### src/design/ddsc_pkg.sv
// package: constants and types of the dual converter serial command port
`default_nettype none
package ddsc_pkg;
  localparam int WORD_W = 16;
  localparam int DATA_W = 12;
  localparam int CMD_W  = 4;
  localparam int CNT_W  = 5;
  localparam int NCH    = 2;

  // bit counter marks
  localparam logic [CNT_W-1:0] CNT_ZERO = 5'h00;
  localparam logic [CNT_W-1:0] CNT_LAST = 5'h0F;
  localparam logic [CNT_W-1:0] CNT_FULL = 5'h10;

  // command codes carried in the top four bits of a word
  localparam logic [CMD_W-1:0] CMD_NOP      = 4'h0;
  localparam logic [CMD_W-1:0] CMD_LDUP_A   = 4'h1;
  localparam logic [CMD_W-1:0] CMD_RB_A     = 4'h2;
  localparam logic [CMD_W-1:0] CMD_LDIN_A   = 4'h3;
  localparam logic [CMD_W-1:0] CMD_LDUP_B   = 4'h4;
  localparam logic [CMD_W-1:0] CMD_RB_B     = 4'h5;
  localparam logic [CMD_W-1:0] CMD_LDIN_B   = 4'h6;
  localparam logic [CMD_W-1:0] CMD_UPD_AB   = 4'h7;
  localparam logic [CMD_W-1:0] CMD_LDIN_AB  = 4'h8;
  localparam logic [CMD_W-1:0] CMD_CHAIN_OFF = 4'h9;
  localparam logic [CMD_W-1:0] CMD_RISE_EDGE = 4'hA;
  localparam logic [CMD_W-1:0] CMD_CLR_ZERO = 4'hB;
  localparam logic [CMD_W-1:0] CMD_CLR_MID  = 4'hC;
  localparam logic [CMD_W-1:0] CMD_CTRL     = 4'hD;

  // control word field positions inside the 12-bit data field
  localparam int CTL_DRV_HI_POS = 11;
  localparam int CTL_DRV_LO_POS = 10;
  localparam int CTL_CHAIN_POS  = 9;
  localparam int CTL_HCLR_POS   = 8;
  localparam int CTL_EDGE_POS   = 7;

  // serial output driver modes
  localparam logic [1:0] DRV_FULL = 2'h0;
  localparam logic [1:0] DRV_WEAK = 2'h1;
  localparam logic [1:0] DRV_OD   = 2'h2;
  localparam logic [1:0] DRV_OFF  = 2'h3;

  localparam logic [DATA_W-1:0] CODE_ZERO = 12'h000;
  localparam logic [DATA_W-1:0] CODE_MID  = 12'h800;
  localparam logic [CMD_W-1:0]  RB_PAD    = 4'h0;

  typedef struct packed {
    logic sclk;
    logic sync_n;
    logic sdin;
  } ddsc_link_type;

  typedef struct packed {
    logic [1:0] drive;
    logic       chain;
    logic       hclr;
    logic       rise_edge;
  } ddsc_cfg_type;

  localparam ddsc_cfg_type CFG_RST = '{drive: DRV_FULL, chain: 1'b1, hclr: 1'b0,
                                       rise_edge: 1'b0};

  typedef struct packed {
    logic [NCH-1:0]    load_in;
    logic [NCH-1:0]    update;
    logic              clr_zero;
    logic              clr_mid;
    logic [DATA_W-1:0] data;
  } ddsc_dac_ctl_type;

  typedef enum logic [1:0] {ST_SLEEP, ST_SHIFT, ST_HALT} ddsc_state_type;
endpackage
`default_nettype wire

### src/design/ddsc_sync.sv
// two-flop synchroniser for the three link pins
`default_nettype none
module ddsc_sync (
  input  wire logic                   sys_clk,
  input  wire logic                   srst,
  input  wire ddsc_pkg::ddsc_link_type pin_in,
  output var  ddsc_pkg::ddsc_link_type pin_s
);
  import ddsc_pkg::*;

  logic [2:0] meta_r;
  logic [2:0] stab_r;

  genvar gi;
  generate
    for (gi = 0; gi < 3; gi++) begin : g_bit
      always_ff @(posedge sys_clk) begin
        // serial clock rests low, the other pins rest high: no false edge after reset
        if (srst) begin
          meta_r[gi] <= (gi != 2);
          stab_r[gi] <= (gi != 2);
        end else begin
          meta_r[gi] <= pin_in[gi];
          stab_r[gi] <= meta_r[gi];
        end
      end
    end
  endgenerate

  assign pin_s = stab_r;
endmodule
`default_nettype wire

### src/design/ddsc_dac_regs.sv
// input and converter registers of both channels
`default_nettype none
module ddsc_dac_regs (
  input  wire logic                        sys_clk,
  input  wire logic                        srst,
  input  wire ddsc_pkg::ddsc_dac_ctl_type  ctl,
  output var  logic [ddsc_pkg::NCH-1:0][ddsc_pkg::DATA_W-1:0] dac_code
);
  import ddsc_pkg::*;

  logic [NCH-1:0][DATA_W-1:0] in_r;
  logic [NCH-1:0][DATA_W-1:0] dac_r;

  genvar gc;
  generate
    for (gc = 0; gc < NCH; gc++) begin : g_ch
      always_ff @(posedge sys_clk) begin
        if (srst) begin
          in_r[gc]  <= CODE_ZERO;
          dac_r[gc] <= CODE_ZERO;
        end else if (ctl.clr_zero) begin
          in_r[gc]  <= CODE_ZERO;
          dac_r[gc] <= CODE_ZERO;
        end else if (ctl.clr_mid) begin
          in_r[gc]  <= CODE_MID;
          dac_r[gc] <= CODE_MID;
        end else begin
          if (ctl.load_in[gc]) begin
            in_r[gc] <= ctl.data;
          end
          // load-and-update takes the new data, not the stale input register
          if (ctl.update[gc]) begin
            dac_r[gc] <= ctl.load_in[gc] ? ctl.data : in_r[gc];
          end
        end
      end
    end
  endgenerate

  assign dac_code = dac_r;
endmodule
`default_nettype wire

### src/design/ddsc_port.sv
// serial command port of a dual 12-bit current-output converter
// Summary of operation
// - each word is sixteen bits: four command bits then twelve data bits
// - receiver wakes when frame select falls, otherwise stays asleep
// - frame select rising puts clock and data receivers to sleep
// - after reset bits are sampled on the falling serial clock edge
// - after reset chained pass-through is on, shifted bits reach serial out
// - both converter registers hold zero code after reset
// - command 1101 writes the control word from the data field
// - drive field 00 full, 01 weak, 10 open drain, 11 off
// - readback command puts the chosen converter code on serial out
// - commands clear both outputs to zero code or mid-scale code
// - a command switches sampling to the rising serial clock edge
// - a command turns chained pass-through off
// - chained mode: bits past sixteen clocks pass out on serial out
// - standalone: word executes on sixteenth edge, then waits for new frame
// - standalone: frame select rising mid-word discards the word
// - chained mode: word executes when frame select rises
`default_nettype none
module ddsc_port (
  input  wire logic                   sys_clk,
  input  wire logic                   srst,
  input  wire ddsc_pkg::ddsc_link_type link_pins,
  output var  logic                   serial_data_out,
  output var  logic                   serial_data_out_oe,
  output var  logic                   serial_out_weak,
  output var  logic                   rx_awake,
  output var  logic                   word_done,
  output var  ddsc_pkg::ddsc_cfg_type  cfg_out,
  output var  logic [11:0]            current_output_a_code,
  output var  logic [11:0]            current_output_b_code
);
  import ddsc_pkg::*;

  ddsc_link_type              pin_s;
  logic                       sclk_d_r;
  logic                       sync_d_r;
  logic                       sclk_rise;
  logic                       sclk_fall;
  logic                       sync_fall;
  logic                       sync_rise;
  logic                       sample_edge;
  logic                       launch_edge;
  ddsc_state_type             state_r;
  logic [CNT_W-1:0]           cnt_r;
  logic [WORD_W-1:0]          shift_r;
  logic                       shift_en;
  logic                       sa_done;
  logic                       ch_done;
  logic                       exec;
  logic [WORD_W-1:0]          word;
  logic [CMD_W-1:0]           cmd;
  logic [DATA_W-1:0]          data;
  logic                       rb_hit;
  logic [DATA_W-1:0]          rb_code;
  ddsc_cfg_type               cfg_r;
  logic                       rb_act_r;
  logic                       tx_bit_r;
  logic                       tx_nxt;
  logic                       drive_en;
  ddsc_dac_ctl_type           dac_ctl;
  logic [NCH-1:0][DATA_W-1:0] dac_code;
  logic                       tx_r;
  logic                       tx_oe_r;
  logic                       weak_r;
  logic                       awake_r;
  logic                       done_r;

  ddsc_sync u_sync (
    .sys_clk (sys_clk),
    .srst    (srst),
    .pin_in  (link_pins),
    .pin_s   (pin_s)
  );

  ddsc_dac_regs u_dac (
    .sys_clk  (sys_clk),
    .srst     (srst),
    .ctl      (dac_ctl),
    .dac_code (dac_code)
  );

  // edge finding on the synchronised pins; the link clock is slow enough
  always_ff @(posedge sys_clk) begin
    if (srst) begin
      sclk_d_r <= 1'b0;
      sync_d_r <= 1'b1;
    end else begin
      sclk_d_r <= pin_s.sclk;
      sync_d_r <= pin_s.sync_n;
    end
  end

  assign sclk_rise   = pin_s.sclk & ~sclk_d_r;
  assign sclk_fall   = ~pin_s.sclk & sclk_d_r;
  assign sync_fall   = ~pin_s.sync_n & sync_d_r;
  assign sync_rise   = pin_s.sync_n & ~sync_d_r;
  assign sample_edge = cfg_r.rise_edge ? sclk_rise : sclk_fall;
  assign launch_edge = cfg_r.rise_edge ? sclk_fall : sclk_rise;

  // frame state: asleep, shifting, or halted after a standalone word
  always_ff @(posedge sys_clk) begin
    if (srst) begin
      state_r <= ST_SLEEP;
    end else if (sync_fall) begin
      state_r <= ST_SHIFT;
    end else begin
      case (state_r)
        ST_SHIFT: begin
          if (sync_rise) begin
            state_r <= ST_SLEEP;
          end else if (sa_done) begin
            state_r <= ST_HALT;
          end
        end
        ST_HALT: begin
          if (sync_rise) begin
            state_r <= ST_SLEEP;
          end
        end
        default: state_r <= ST_SLEEP;
      endcase
    end
  end

  // sleeping receivers ignore the clock and data pins entirely
  assign shift_en = (state_r == ST_SHIFT) && sample_edge && ~pin_s.sync_n;
  assign sa_done  = shift_en && ~cfg_r.chain && (cnt_r == CNT_LAST);
  assign ch_done  = sync_rise && (state_r == ST_SHIFT) && cfg_r.chain
                    && (cnt_r == CNT_FULL);
  // a partial standalone word never reaches exec: it is simply dropped
  assign exec     = sa_done | ch_done;
  assign word     = sa_done ? {shift_r[WORD_W-2:0], pin_s.sdin} : shift_r;
  assign cmd      = word[WORD_W-1:DATA_W];
  assign data     = word[DATA_W-1:0];
  assign rb_hit   = exec && ((cmd == CMD_RB_A) || (cmd == CMD_RB_B));
  assign rb_code  = (cmd == CMD_RB_B) ? dac_code[1] : dac_code[0];

  // bit counter, restarted by each frame select fall
  always_ff @(posedge sys_clk) begin
    if (srst) begin
      cnt_r <= CNT_ZERO;
    end else if (sync_fall) begin
      cnt_r <= CNT_ZERO;
    end else if (shift_en && (cnt_r != CNT_FULL)) begin
      cnt_r <= cnt_r + 5'h01;
    end
  end

  // shift register: msb leaves first, so chained bits ripple onward
  always_ff @(posedge sys_clk) begin
    if (srst) begin
      shift_r <= '0;
    end else if (rb_hit) begin
      shift_r <= {RB_PAD, rb_code};
    end else if (shift_en) begin
      shift_r <= {shift_r[WORD_W-2:0], pin_s.sdin};
    end
  end

  // configuration written by commands
  always_ff @(posedge sys_clk) begin
    if (srst) begin
      cfg_r <= CFG_RST;
    end else if (exec) begin
      case (cmd)
        CMD_CHAIN_OFF: cfg_r.chain <= 1'b0;
        CMD_RISE_EDGE: cfg_r.rise_edge <= 1'b1;
        CMD_CTRL: begin
          cfg_r.drive     <= {data[CTL_DRV_HI_POS], data[CTL_DRV_LO_POS]};
          cfg_r.chain     <= data[CTL_CHAIN_POS];
          cfg_r.hclr      <= data[CTL_HCLR_POS];
          cfg_r.rise_edge <= data[CTL_EDGE_POS];
        end
        default: cfg_r <= cfg_r;
      endcase
    end
  end

  // converter register controls
  always_comb begin
    dac_ctl          = '0;
    dac_ctl.data     = data;
    if (exec) begin
      case (cmd)
        CMD_LDUP_A: begin
          dac_ctl.load_in = 2'h1;
          dac_ctl.update  = 2'h1;
        end
        CMD_LDIN_A:   dac_ctl.load_in = 2'h1;
        CMD_LDUP_B: begin
          dac_ctl.load_in = 2'h2;
          dac_ctl.update  = 2'h2;
        end
        CMD_LDIN_B:   dac_ctl.load_in = 2'h2;
        CMD_UPD_AB:   dac_ctl.update = 2'h3;
        CMD_LDIN_AB:  dac_ctl.load_in = 2'h3;
        CMD_CLR_ZERO: dac_ctl.clr_zero = 1'b1;
        CMD_CLR_MID:  dac_ctl.clr_mid = 1'b1;
        default:      dac_ctl.update = 2'h0;
      endcase
    end
  end

  // standalone readback holds the driver on until the next word completes
  always_ff @(posedge sys_clk) begin
    if (srst) begin
      rb_act_r <= 1'b0;
    end else if (rb_hit) begin
      rb_act_r <= 1'b1;
    end else if (sa_done) begin
      rb_act_r <= 1'b0;
    end
  end

  // outgoing bit changes on the edge opposite the sampling edge
  always_comb begin
    tx_nxt = tx_bit_r;
    if (rb_hit) begin
      tx_nxt = RB_PAD[CMD_W-1];
    end else if (launch_edge && (state_r != ST_SLEEP)) begin
      tx_nxt = shift_r[WORD_W-1];
    end
  end

  assign drive_en = cfg_r.chain | rb_act_r;

  always_ff @(posedge sys_clk) begin
    if (srst) begin
      tx_bit_r <= 1'b0;
    end else begin
      tx_bit_r <= tx_nxt;
    end
  end

  // pin driver; enable follows the next bit so open drain never glitches high
  always_ff @(posedge sys_clk) begin
    if (srst) begin
      tx_r    <= 1'b0;
      tx_oe_r <= 1'b0;
      weak_r  <= 1'b0;
    end else begin
      weak_r <= (cfg_r.drive == DRV_WEAK);
      case (cfg_r.drive)
        DRV_OD: begin
          tx_r    <= 1'b0;
          tx_oe_r <= drive_en & ~tx_nxt;
        end
        DRV_OFF: begin
          tx_r    <= 1'b0;
          tx_oe_r <= 1'b0;
        end
        default: begin
          tx_r    <= tx_nxt;
          tx_oe_r <= drive_en;
        end
      endcase
    end
  end

  always_ff @(posedge sys_clk) begin
    if (srst) begin
      awake_r <= 1'b0;
    end else if (sync_fall) begin
      awake_r <= 1'b1;
    end else if (sync_rise) begin
      awake_r <= 1'b0;
    end
  end

  always_ff @(posedge sys_clk) begin
    if (srst) begin
      done_r <= 1'b0;
    end else begin
      done_r <= exec;
    end
  end

  assign serial_data_out       = tx_r;
  assign serial_data_out_oe    = tx_oe_r;
  assign serial_out_weak       = weak_r;
  assign rx_awake              = awake_r;
  assign word_done             = done_r;
  assign cfg_out               = cfg_r;
  assign current_output_a_code = dac_code[0];
  assign current_output_b_code = dac_code[1];

  // checks
  property p_wake;
    @(posedge sys_clk) disable iff (srst) sync_fall |=> awake_r && state_r == ST_SHIFT;
  endproperty
  a_wake: assert property (p_wake) else $error("no wake on frame start");

  property p_sleep;
    @(posedge sys_clk) disable iff (srst) sync_rise |=> !awake_r && state_r == ST_SLEEP;
  endproperty
  a_sleep: assert property (p_sleep) else $error("no sleep on frame end");

  property p_reset_cfg;
    @(posedge sys_clk) srst |=> !cfg_r.rise_edge && cfg_r.chain;
  endproperty
  a_reset_cfg: assert property (p_reset_cfg) else $error("bad reset config");

  property p_reset_codes;
    @(posedge sys_clk) srst |=> dac_code[0] == CODE_ZERO && dac_code[1] == CODE_ZERO;
  endproperty
  a_reset_codes: assert property (p_reset_codes) else $error("codes not zero");

  property p_ctrl;
    @(posedge sys_clk) disable iff (srst)
      exec && cmd == CMD_CTRL |=> cfg_r.chain == $past(data[CTL_CHAIN_POS])
      && cfg_r.drive == $past(data[CTL_DRV_HI_POS:CTL_DRV_LO_POS]);
  endproperty
  a_ctrl: assert property (p_ctrl) else $error("control word not applied");

  property p_drv_off;
    @(posedge sys_clk) disable iff (srst) (cfg_r.drive == DRV_OFF) [*2] |-> !tx_oe_r;
  endproperty
  a_drv_off: assert property (p_drv_off) else $error("disabled driver drives");

  property p_readback;
    @(posedge sys_clk) disable iff (srst)
      exec && cmd == CMD_RB_B |=> shift_r == {RB_PAD, dac_code[1]} && rb_act_r;
  endproperty
  a_readback: assert property (p_readback) else $error("readback not loaded");

  property p_clr_mid;
    @(posedge sys_clk) disable iff (srst)
      exec && cmd == CMD_CLR_MID |=> dac_code[0] == CODE_MID && dac_code[1] == CODE_MID;
  endproperty
  a_clr_mid: assert property (p_clr_mid) else $error("mid-scale clear failed");

  property p_edge_cmd;
    @(posedge sys_clk) disable iff (srst) exec && cmd == CMD_RISE_EDGE |=> cfg_r.rise_edge;
  endproperty
  a_edge_cmd: assert property (p_edge_cmd) else $error("edge not switched");

  property p_chain_off;
    @(posedge sys_clk) disable iff (srst) exec && cmd == CMD_CHAIN_OFF |=> !cfg_r.chain;
  endproperty
  a_chain_off: assert property (p_chain_off) else $error("chain not off");

  property p_msb_first;
    @(posedge sys_clk) disable iff (srst)
      shift_en && !rb_hit |=> shift_r[0] == $past(pin_s.sdin)
      && shift_r[WORD_W-1:1] == $past(shift_r[WORD_W-2:0]);
  endproperty
  a_msb_first: assert property (p_msb_first) else $error("bad shift order");

  property p_sa_halt;
    @(posedge sys_clk) disable iff (srst)
      sa_done ##1 !sync_fall [*2] |-> state_r == ST_HALT && !shift_en;
  endproperty
  a_sa_halt: assert property (p_sa_halt) else $error("extra clocks accepted");

  property p_abort;
    @(posedge sys_clk) disable iff (srst) sync_rise && !cfg_r.chain |-> !exec ##1 !done_r;
  endproperty
  a_abort: assert property (p_abort) else $error("partial word executed");

  property p_chain_exec;
    @(posedge sys_clk) disable iff (srst)
      sync_rise && cfg_r.chain && state_r == ST_SHIFT && cnt_r == CNT_FULL |=> done_r;
  endproperty
  a_chain_exec: assert property (p_chain_exec) else $error("chained word lost");

  c_load_a: cover property (@(posedge sys_clk) exec && cmd == CMD_LDUP_A);
  c_readback: cover property (@(posedge sys_clk) rb_hit ##[1:400] sa_done);
  c_chain: cover property (@(posedge sys_clk) ch_done);
  c_ctrl: cover property (@(posedge sys_clk) exec && cmd == CMD_CTRL);
endmodule
`default_nettype wire

### config.mk
export PLATFORM = sky130hd
export DESIGN_NAME = ddsc_port
export DESIGN_NICKNAME = d
export VERILOG_FILES = /design/src/design/ddsc_pkg.sv /design/src/design/ddsc_sync.sv /design/src/design/ddsc_dac_regs.sv /design/src/design/ddsc_port.sv
export SDC_FILE = /design/constraint.sdc
export NUM_CORES = 1
export LEC_CHECK = 0
export ABC_CLOCK_PERIOD_IN_PS = 3400
export BUFFER_PORTS_ARGS = -buffer_cell sky130_fd_sc_hd__buf_2
export CORE_ASPECT_RATIO = 2
export CORE_UTILIZATION = 55
export CTS_BUF_LIST = sky130_fd_sc_hd__clkbuf_4
export CTS_CLUSTER_DIAMETER = 200
export DETAILED_ROUTE_END_ITERATION = 6
export PLACE_DENSITY = 0.75
export SYNTH_ARGS = -nofsm -noshare
export SYNTH_HDL_FRONTEND = slang
export SYNTH_HIERARCHICAL = 1
export SYNTH_SLANG_ARGS = --single-unit
### constraint.sdc
create_clock -name sys_clk -period 3.4 [get_ports sys_clk]
set_clock_uncertainty 0.15 [all_clocks]
set_input_delay 0.17 -clock sys_clk [delete_from_list [all_inputs] [get_ports sys_clk]]
set_output_delay 0.17 -clock sys_clk [all_outputs]
set_load 0.01 [all_outputs]
* After elaboration in Yosys (flattened, before gate mapping)
Index checks and enable logic that the tools add are counted.
Operators by class: add/sub/neg operators 1, equal/unequal tests 25, muxes and demuxes 33, bitwise operators 13, reductions and logical operators 31
Operator list (count):
- $mux W12 | 11
- $eq A4 B4 Y1 const B | 6
- $eq A4 B3 Y1 const B | 4
- $mux W16 | 1
- $reduce_bool A2 Y1 | 8
- $pmux W2 S3 | 2
- $mux W1 | 11
- $logic_and A1 B1 Y1 | 10
- $reduce_and A2 Y1 | 5
- $reduce_or A2 Y1 | 5
- $eq A4 B2 Y1 const B | 2
- $eq A2 B2 Y1 const B | 3
- $mux W2 | 3
- $mux W6 | 1
- $ne A3 B3 Y1 const B | 2
- $not A1 Y1 | 6
- $pmux W1 S2 | 3
- $reduce_or A3 Y1 | 2
- $add A5 B1 Y5 const B | 1
- $and A1 B1 Y1 | 5
- $eq A5 B4 Y1 const B | 1
- $eq A5 B5 Y1 const B | 1
- $ne A5 B5 Y1 const B | 1
- $eq A2 B1 Y1 const B | 2
- 6 further kinds | 7
Word-level totals: register bits 91, bits of input ports 5, word-level logic and storage cells 135

* Depth between registers and ports, before layout
word-level depth 15, gate-level depth with buffers 13, depth with buffers taken out 9

* Cells and area by module
The synthesis kept the hierarchy.
Modules (own cells, without submodules):
- ddsc_port | times used 1, cells each 288, area an instance 2429.8 um^2, sequential area each 740.7 um^2
- ddsc_dac_regs | times used 1, cells each 159, area an instance 1767.9 um^2, sequential area each 960.9 um^2
- ddsc_sync | times used 1, cells each 12, area an instance 157.7 um^2, sequential area each 120.1 um^2

* Worst setup path before layout
OpenSTA, ideal clock, no wires.
path kind register to register, from register cnt_r[0], to register u_dac.dac_r (netlist bit u_dac/dac_code[12]), data arrival time 2516 ps, data required time 3103 ps, slack 587 ps, cell stages (with the launch flop) 14, clock period less this slack 2813 ps, path through dfxtp_1 > ha_1 > and3_1 > ha_1 > o211ai_4 > buf_6 > buf_2 > buf_2 > a31oi_1 > nor3_1 > or3_1 > buf_6 > buf_6 > a211oi_2
RTL lines:
- start: declaration | line ddsc_port.sv:45 | logic [CNT_W-1:0] cnt_r;
- start signal: assignment | line ddsc_port.sv:146 | cnt_r <= cnt_r + 5'h01;
- end signal: indexed assignment | line ddsc_dac_regs.sv:33 | dac_r[gc] <= ctl.load_in[gc] ? ctl.data : in_r[gc];
- end: declaration | line ddsc_dac_regs.sv:12 | logic [NCH-1:0][DATA_W-1:0] dac_r;

==> results.md <==
* Outcome: complete, no violations
* Max Root-Sink Buffers at 2
* Async S/R FF share, synth at 0%
* Prevailing post-synth register cell: dfxtp_1
* Post-synthesis cell type count at 61
* Least-Margin Pin Slew at 0.927 ns
* Initial Utilization at 57.3%
* Flop2flop setup slack at roughly 0.52 ns
* # setup viols final at 0
* CP Capture Type: flop
* Maxcap violations at 0
* P&R area growth vs syn at 9.57%
* TritonCTS clock tree: built
* Grt ovf at 0
* RSZ-0062 raised after global routing: false
* Pwr Density at 356 nW/um^2
* Startpoint type of the worst setup path: flop
* Period Utilization, post-route at 84.7%
* Crit-path slowest cell: or3_2
* Arr. time, crit path at 3.10 ns
* Final Hold Fails at 0
* Critical path type: flop to flop
* Routed vias at 3436
* Worst path required time at 3.62 ns
* Die area at 8300 um^2
* Post-synth EDFFs at 0
* Die height at approximately 130 um
* Max-slew violation count at 0
* Yosys warns at 6
* Total GRT Usage at about a quarter
* Total wire length at between 9 and 10 mm
* Yosys reg bits at 91
* CTS HTree Levels at 3
* Syn_nets at ~470
* Seq/Total Area, Yosys at 41.8%
* Largest net degree at the start of global routing at 45
* Clock Tree Root: clkbuf_4
* Initial antenna violation count at 1
* Slowest cell delay on critical path at 0.50 ns
* Reg clk slew, reported paths at 0.13 ns
* IO Port Bufs at 38
* Core Area at 7600 um^2
* Leak at 1.94 nW
* First-pass GRT wire length at between 15 and 20 mm
* Max-slew headroom at 38.2%
* Setup TNS Final at 0 ns
* Chip Width at between 60 and 70 um
* Net count, final at 502
* Synth Area per Inst at between 9 and 10 um^2
* Clk sinks at just over 90
* Most frequent CP cell: ha_1
* Worst-path maximum fanout at 44
* DRT Pass-1 Iters at 4
* Final Power at 1.70 mW
* CTS Buf Count at 9
* Hold Path Class: input pin to flop
* Post-DP HPWL at between 7 and 8 mm
* DRT iter0 DRCs at 116
* Top Ports at 39
* Max Freq at 347 MHz
* FP Rows at 45
* Via density at 5.80
* DRC errors left at 0
* Vias in the first global route at 3403
* CP Cell Sequence: ha_1 > and3_1 > ha_1 > o2111ai_1 > and2_1 > nor3_1 > buf_4 > or3_2 > buf_12 > a211oi_1
* Syn Std Cell Area at 4360 um^2
* Remaining antenna violation count after routing at 0
* Synth Instances at 459
* Clock period minus worst slack at 2.88 ns
* Routability-driven placement congestion ratio at 0.988
* Clk_lat worst skew at 0.45 ns
* Wire per inst at 16.2 um
* Share of layout cells above drive strength 1 at 25.8%
* Peak supply drop at roughly 290 uV
==> per-stage QoR <==
step,cell area [um^2],utilization (%),std cells,hold WS [ns],setup slack (ns)
6_report,4770,62.8,592,0.143,0.522
5_1_grt,4770,62.8,592,0.149,0.321
4_1_cts,4770,62.7,591,0.127,0.524
3_5_place_dp,4610,60.6,572,0.209,0.559
3_3_place_gp,4610,60.6,572,0.200,0.644
2_1_floorplan,4360,-,459,0.0916,0.587
==> logic make-up after synthesis <==
kind of cell,count (synthesis),share of synthesized area [%]
AND/OR/NAND/NOR,173,18.6
AO/OA/AOI/OAI,81,17.7
buffers and inverters,47,5.57
flip-flops,91,41.8
XOR/XNOR,3,0.603
multiplexers,59,14.2
adder cells (fa/ha/maj),5,1.44
==> sequential cells by signal (all words and copies together), names as in the netlist, 2 cells and up <==
signal,count
cfg_out,5
cnt_r,5
shift_r,16
state_r,2
u_dac/dac_code,24
u_dac/in_r,24
u_sync/meta_r,3
u_sync/pin_s,3
==> where the power goes <==
group / internal, mW / switching [mW] / leakage (nW)
registers: 1.07 / 0.00370 / 0.735
logic: 0.0142 / 0.0267 / 1.12
clock network: 0.222 / 0.359 / 0.0775
==> synth_stat cells, types with 3 or more instances <==
master	instances	share of area [%]
dfxtp_1	91	42
nor2_1	82	7.1
mux2i_1	40	9.2
nand2_1	37	3.2
a211oi_2	28	8.0
mux2_2	17	4.4
inv_1	15	1.3
a21oi_1	11	1.3
clkbuf_1	11	0.95
nor3_1	11	1.3
buf_2	8	0.92
a211oi_1	7	1.2
nand3_1	7	0.80
buf_6	6	1.6
ha_1	5	1.4
buf_1	4	0.34
nor2b_1	4	0.57
nor3b_1	4	0.69
or2_1	4	0.57
or3_1	4	0.57
a21o_1	3	0.52
and3_1	3	0.43
buf_4	3	0.52
nand4_1	3	0.43
o22ai_1	3	0.43
o311a_1	3	0.69
o31ai_1	3	0.52
==> worst paths after layout <==
kind               startpoint                 to  cells after the start
max                  cnt_r[0]  u_dac/dac_code[8]                     10
min                      srst          word_done                      2
max reg2reg          cnt_r[0]  u_dac/dac_code[8]                     10
min reg2reg  u_sync/meta_r[0]    u_sync/pin_s[0]                      1
==> final cells by class <==
type                            instances  area (um^2)
Clock buffer                            9         67.6
Sequential cell                        91         1820
Antenna cell                            1         2.50
Tap cell                               94          118
Inverter                               15         56.3
Multi-Input combinational cell        321         2310
Fill cell                             676         2830
Timing Repair Buffer                   54          330
Clock inverter                          7         66.3
==> worst max-delay path, delay by kind of cell (launching register included) <==
kind | cells | cell delay [ns]
buffers and inverters | 2 | 0.37
AO/OA/AOI/OAI | 2 | 0.37
flip-flops | 1 | 0.35
adder cells (fa/ha/maj) | 2 | 0.45
AND/OR/NAND/NOR | 4 | 1.09
==> per-layer routing <==
layer	global-route usage, %	vias up	share of wire (%)
li1	-	1685	-
met1	25.7	1666	39
met2	45.3	63	55
met3	5.43	22	2.7
met4	14.5	0	3.3
met5	0	-	0
==> cell usage in the layout, fill, tap and decap left out, types with 3 or more instances in the layout <==
cell type / count
a211oi_1: 7
a211oi_2: 28
a21o_1: 3
a21oi_1: 11
and3_1: 3
buf_2: 38
buf_4: 12
clkbuf_4: 9
clkinv_2: 3
dfxtp_1: 91
dlygate4sd3_1: 3
ha_1: 5
inv_1: 15
mux2_2: 17
mux2i_1: 40
nand2_1: 37
nand3_1: 7
nand4_1: 3
nor2_1: 82
nor2b_1: 4
nor3_1: 11
nor3b_1: 4
o311a_1: 3
or2_1: 4
or3_1: 3
==> what timing repair did <==
action | in CTS | in global routing
buffers inserted | 0 | 0
endpoints found under the hold margin | 3 | 0
hold buffers | 3 | 0
resized for setup | 0 | 0
Power figures use the tool's default switching activity.
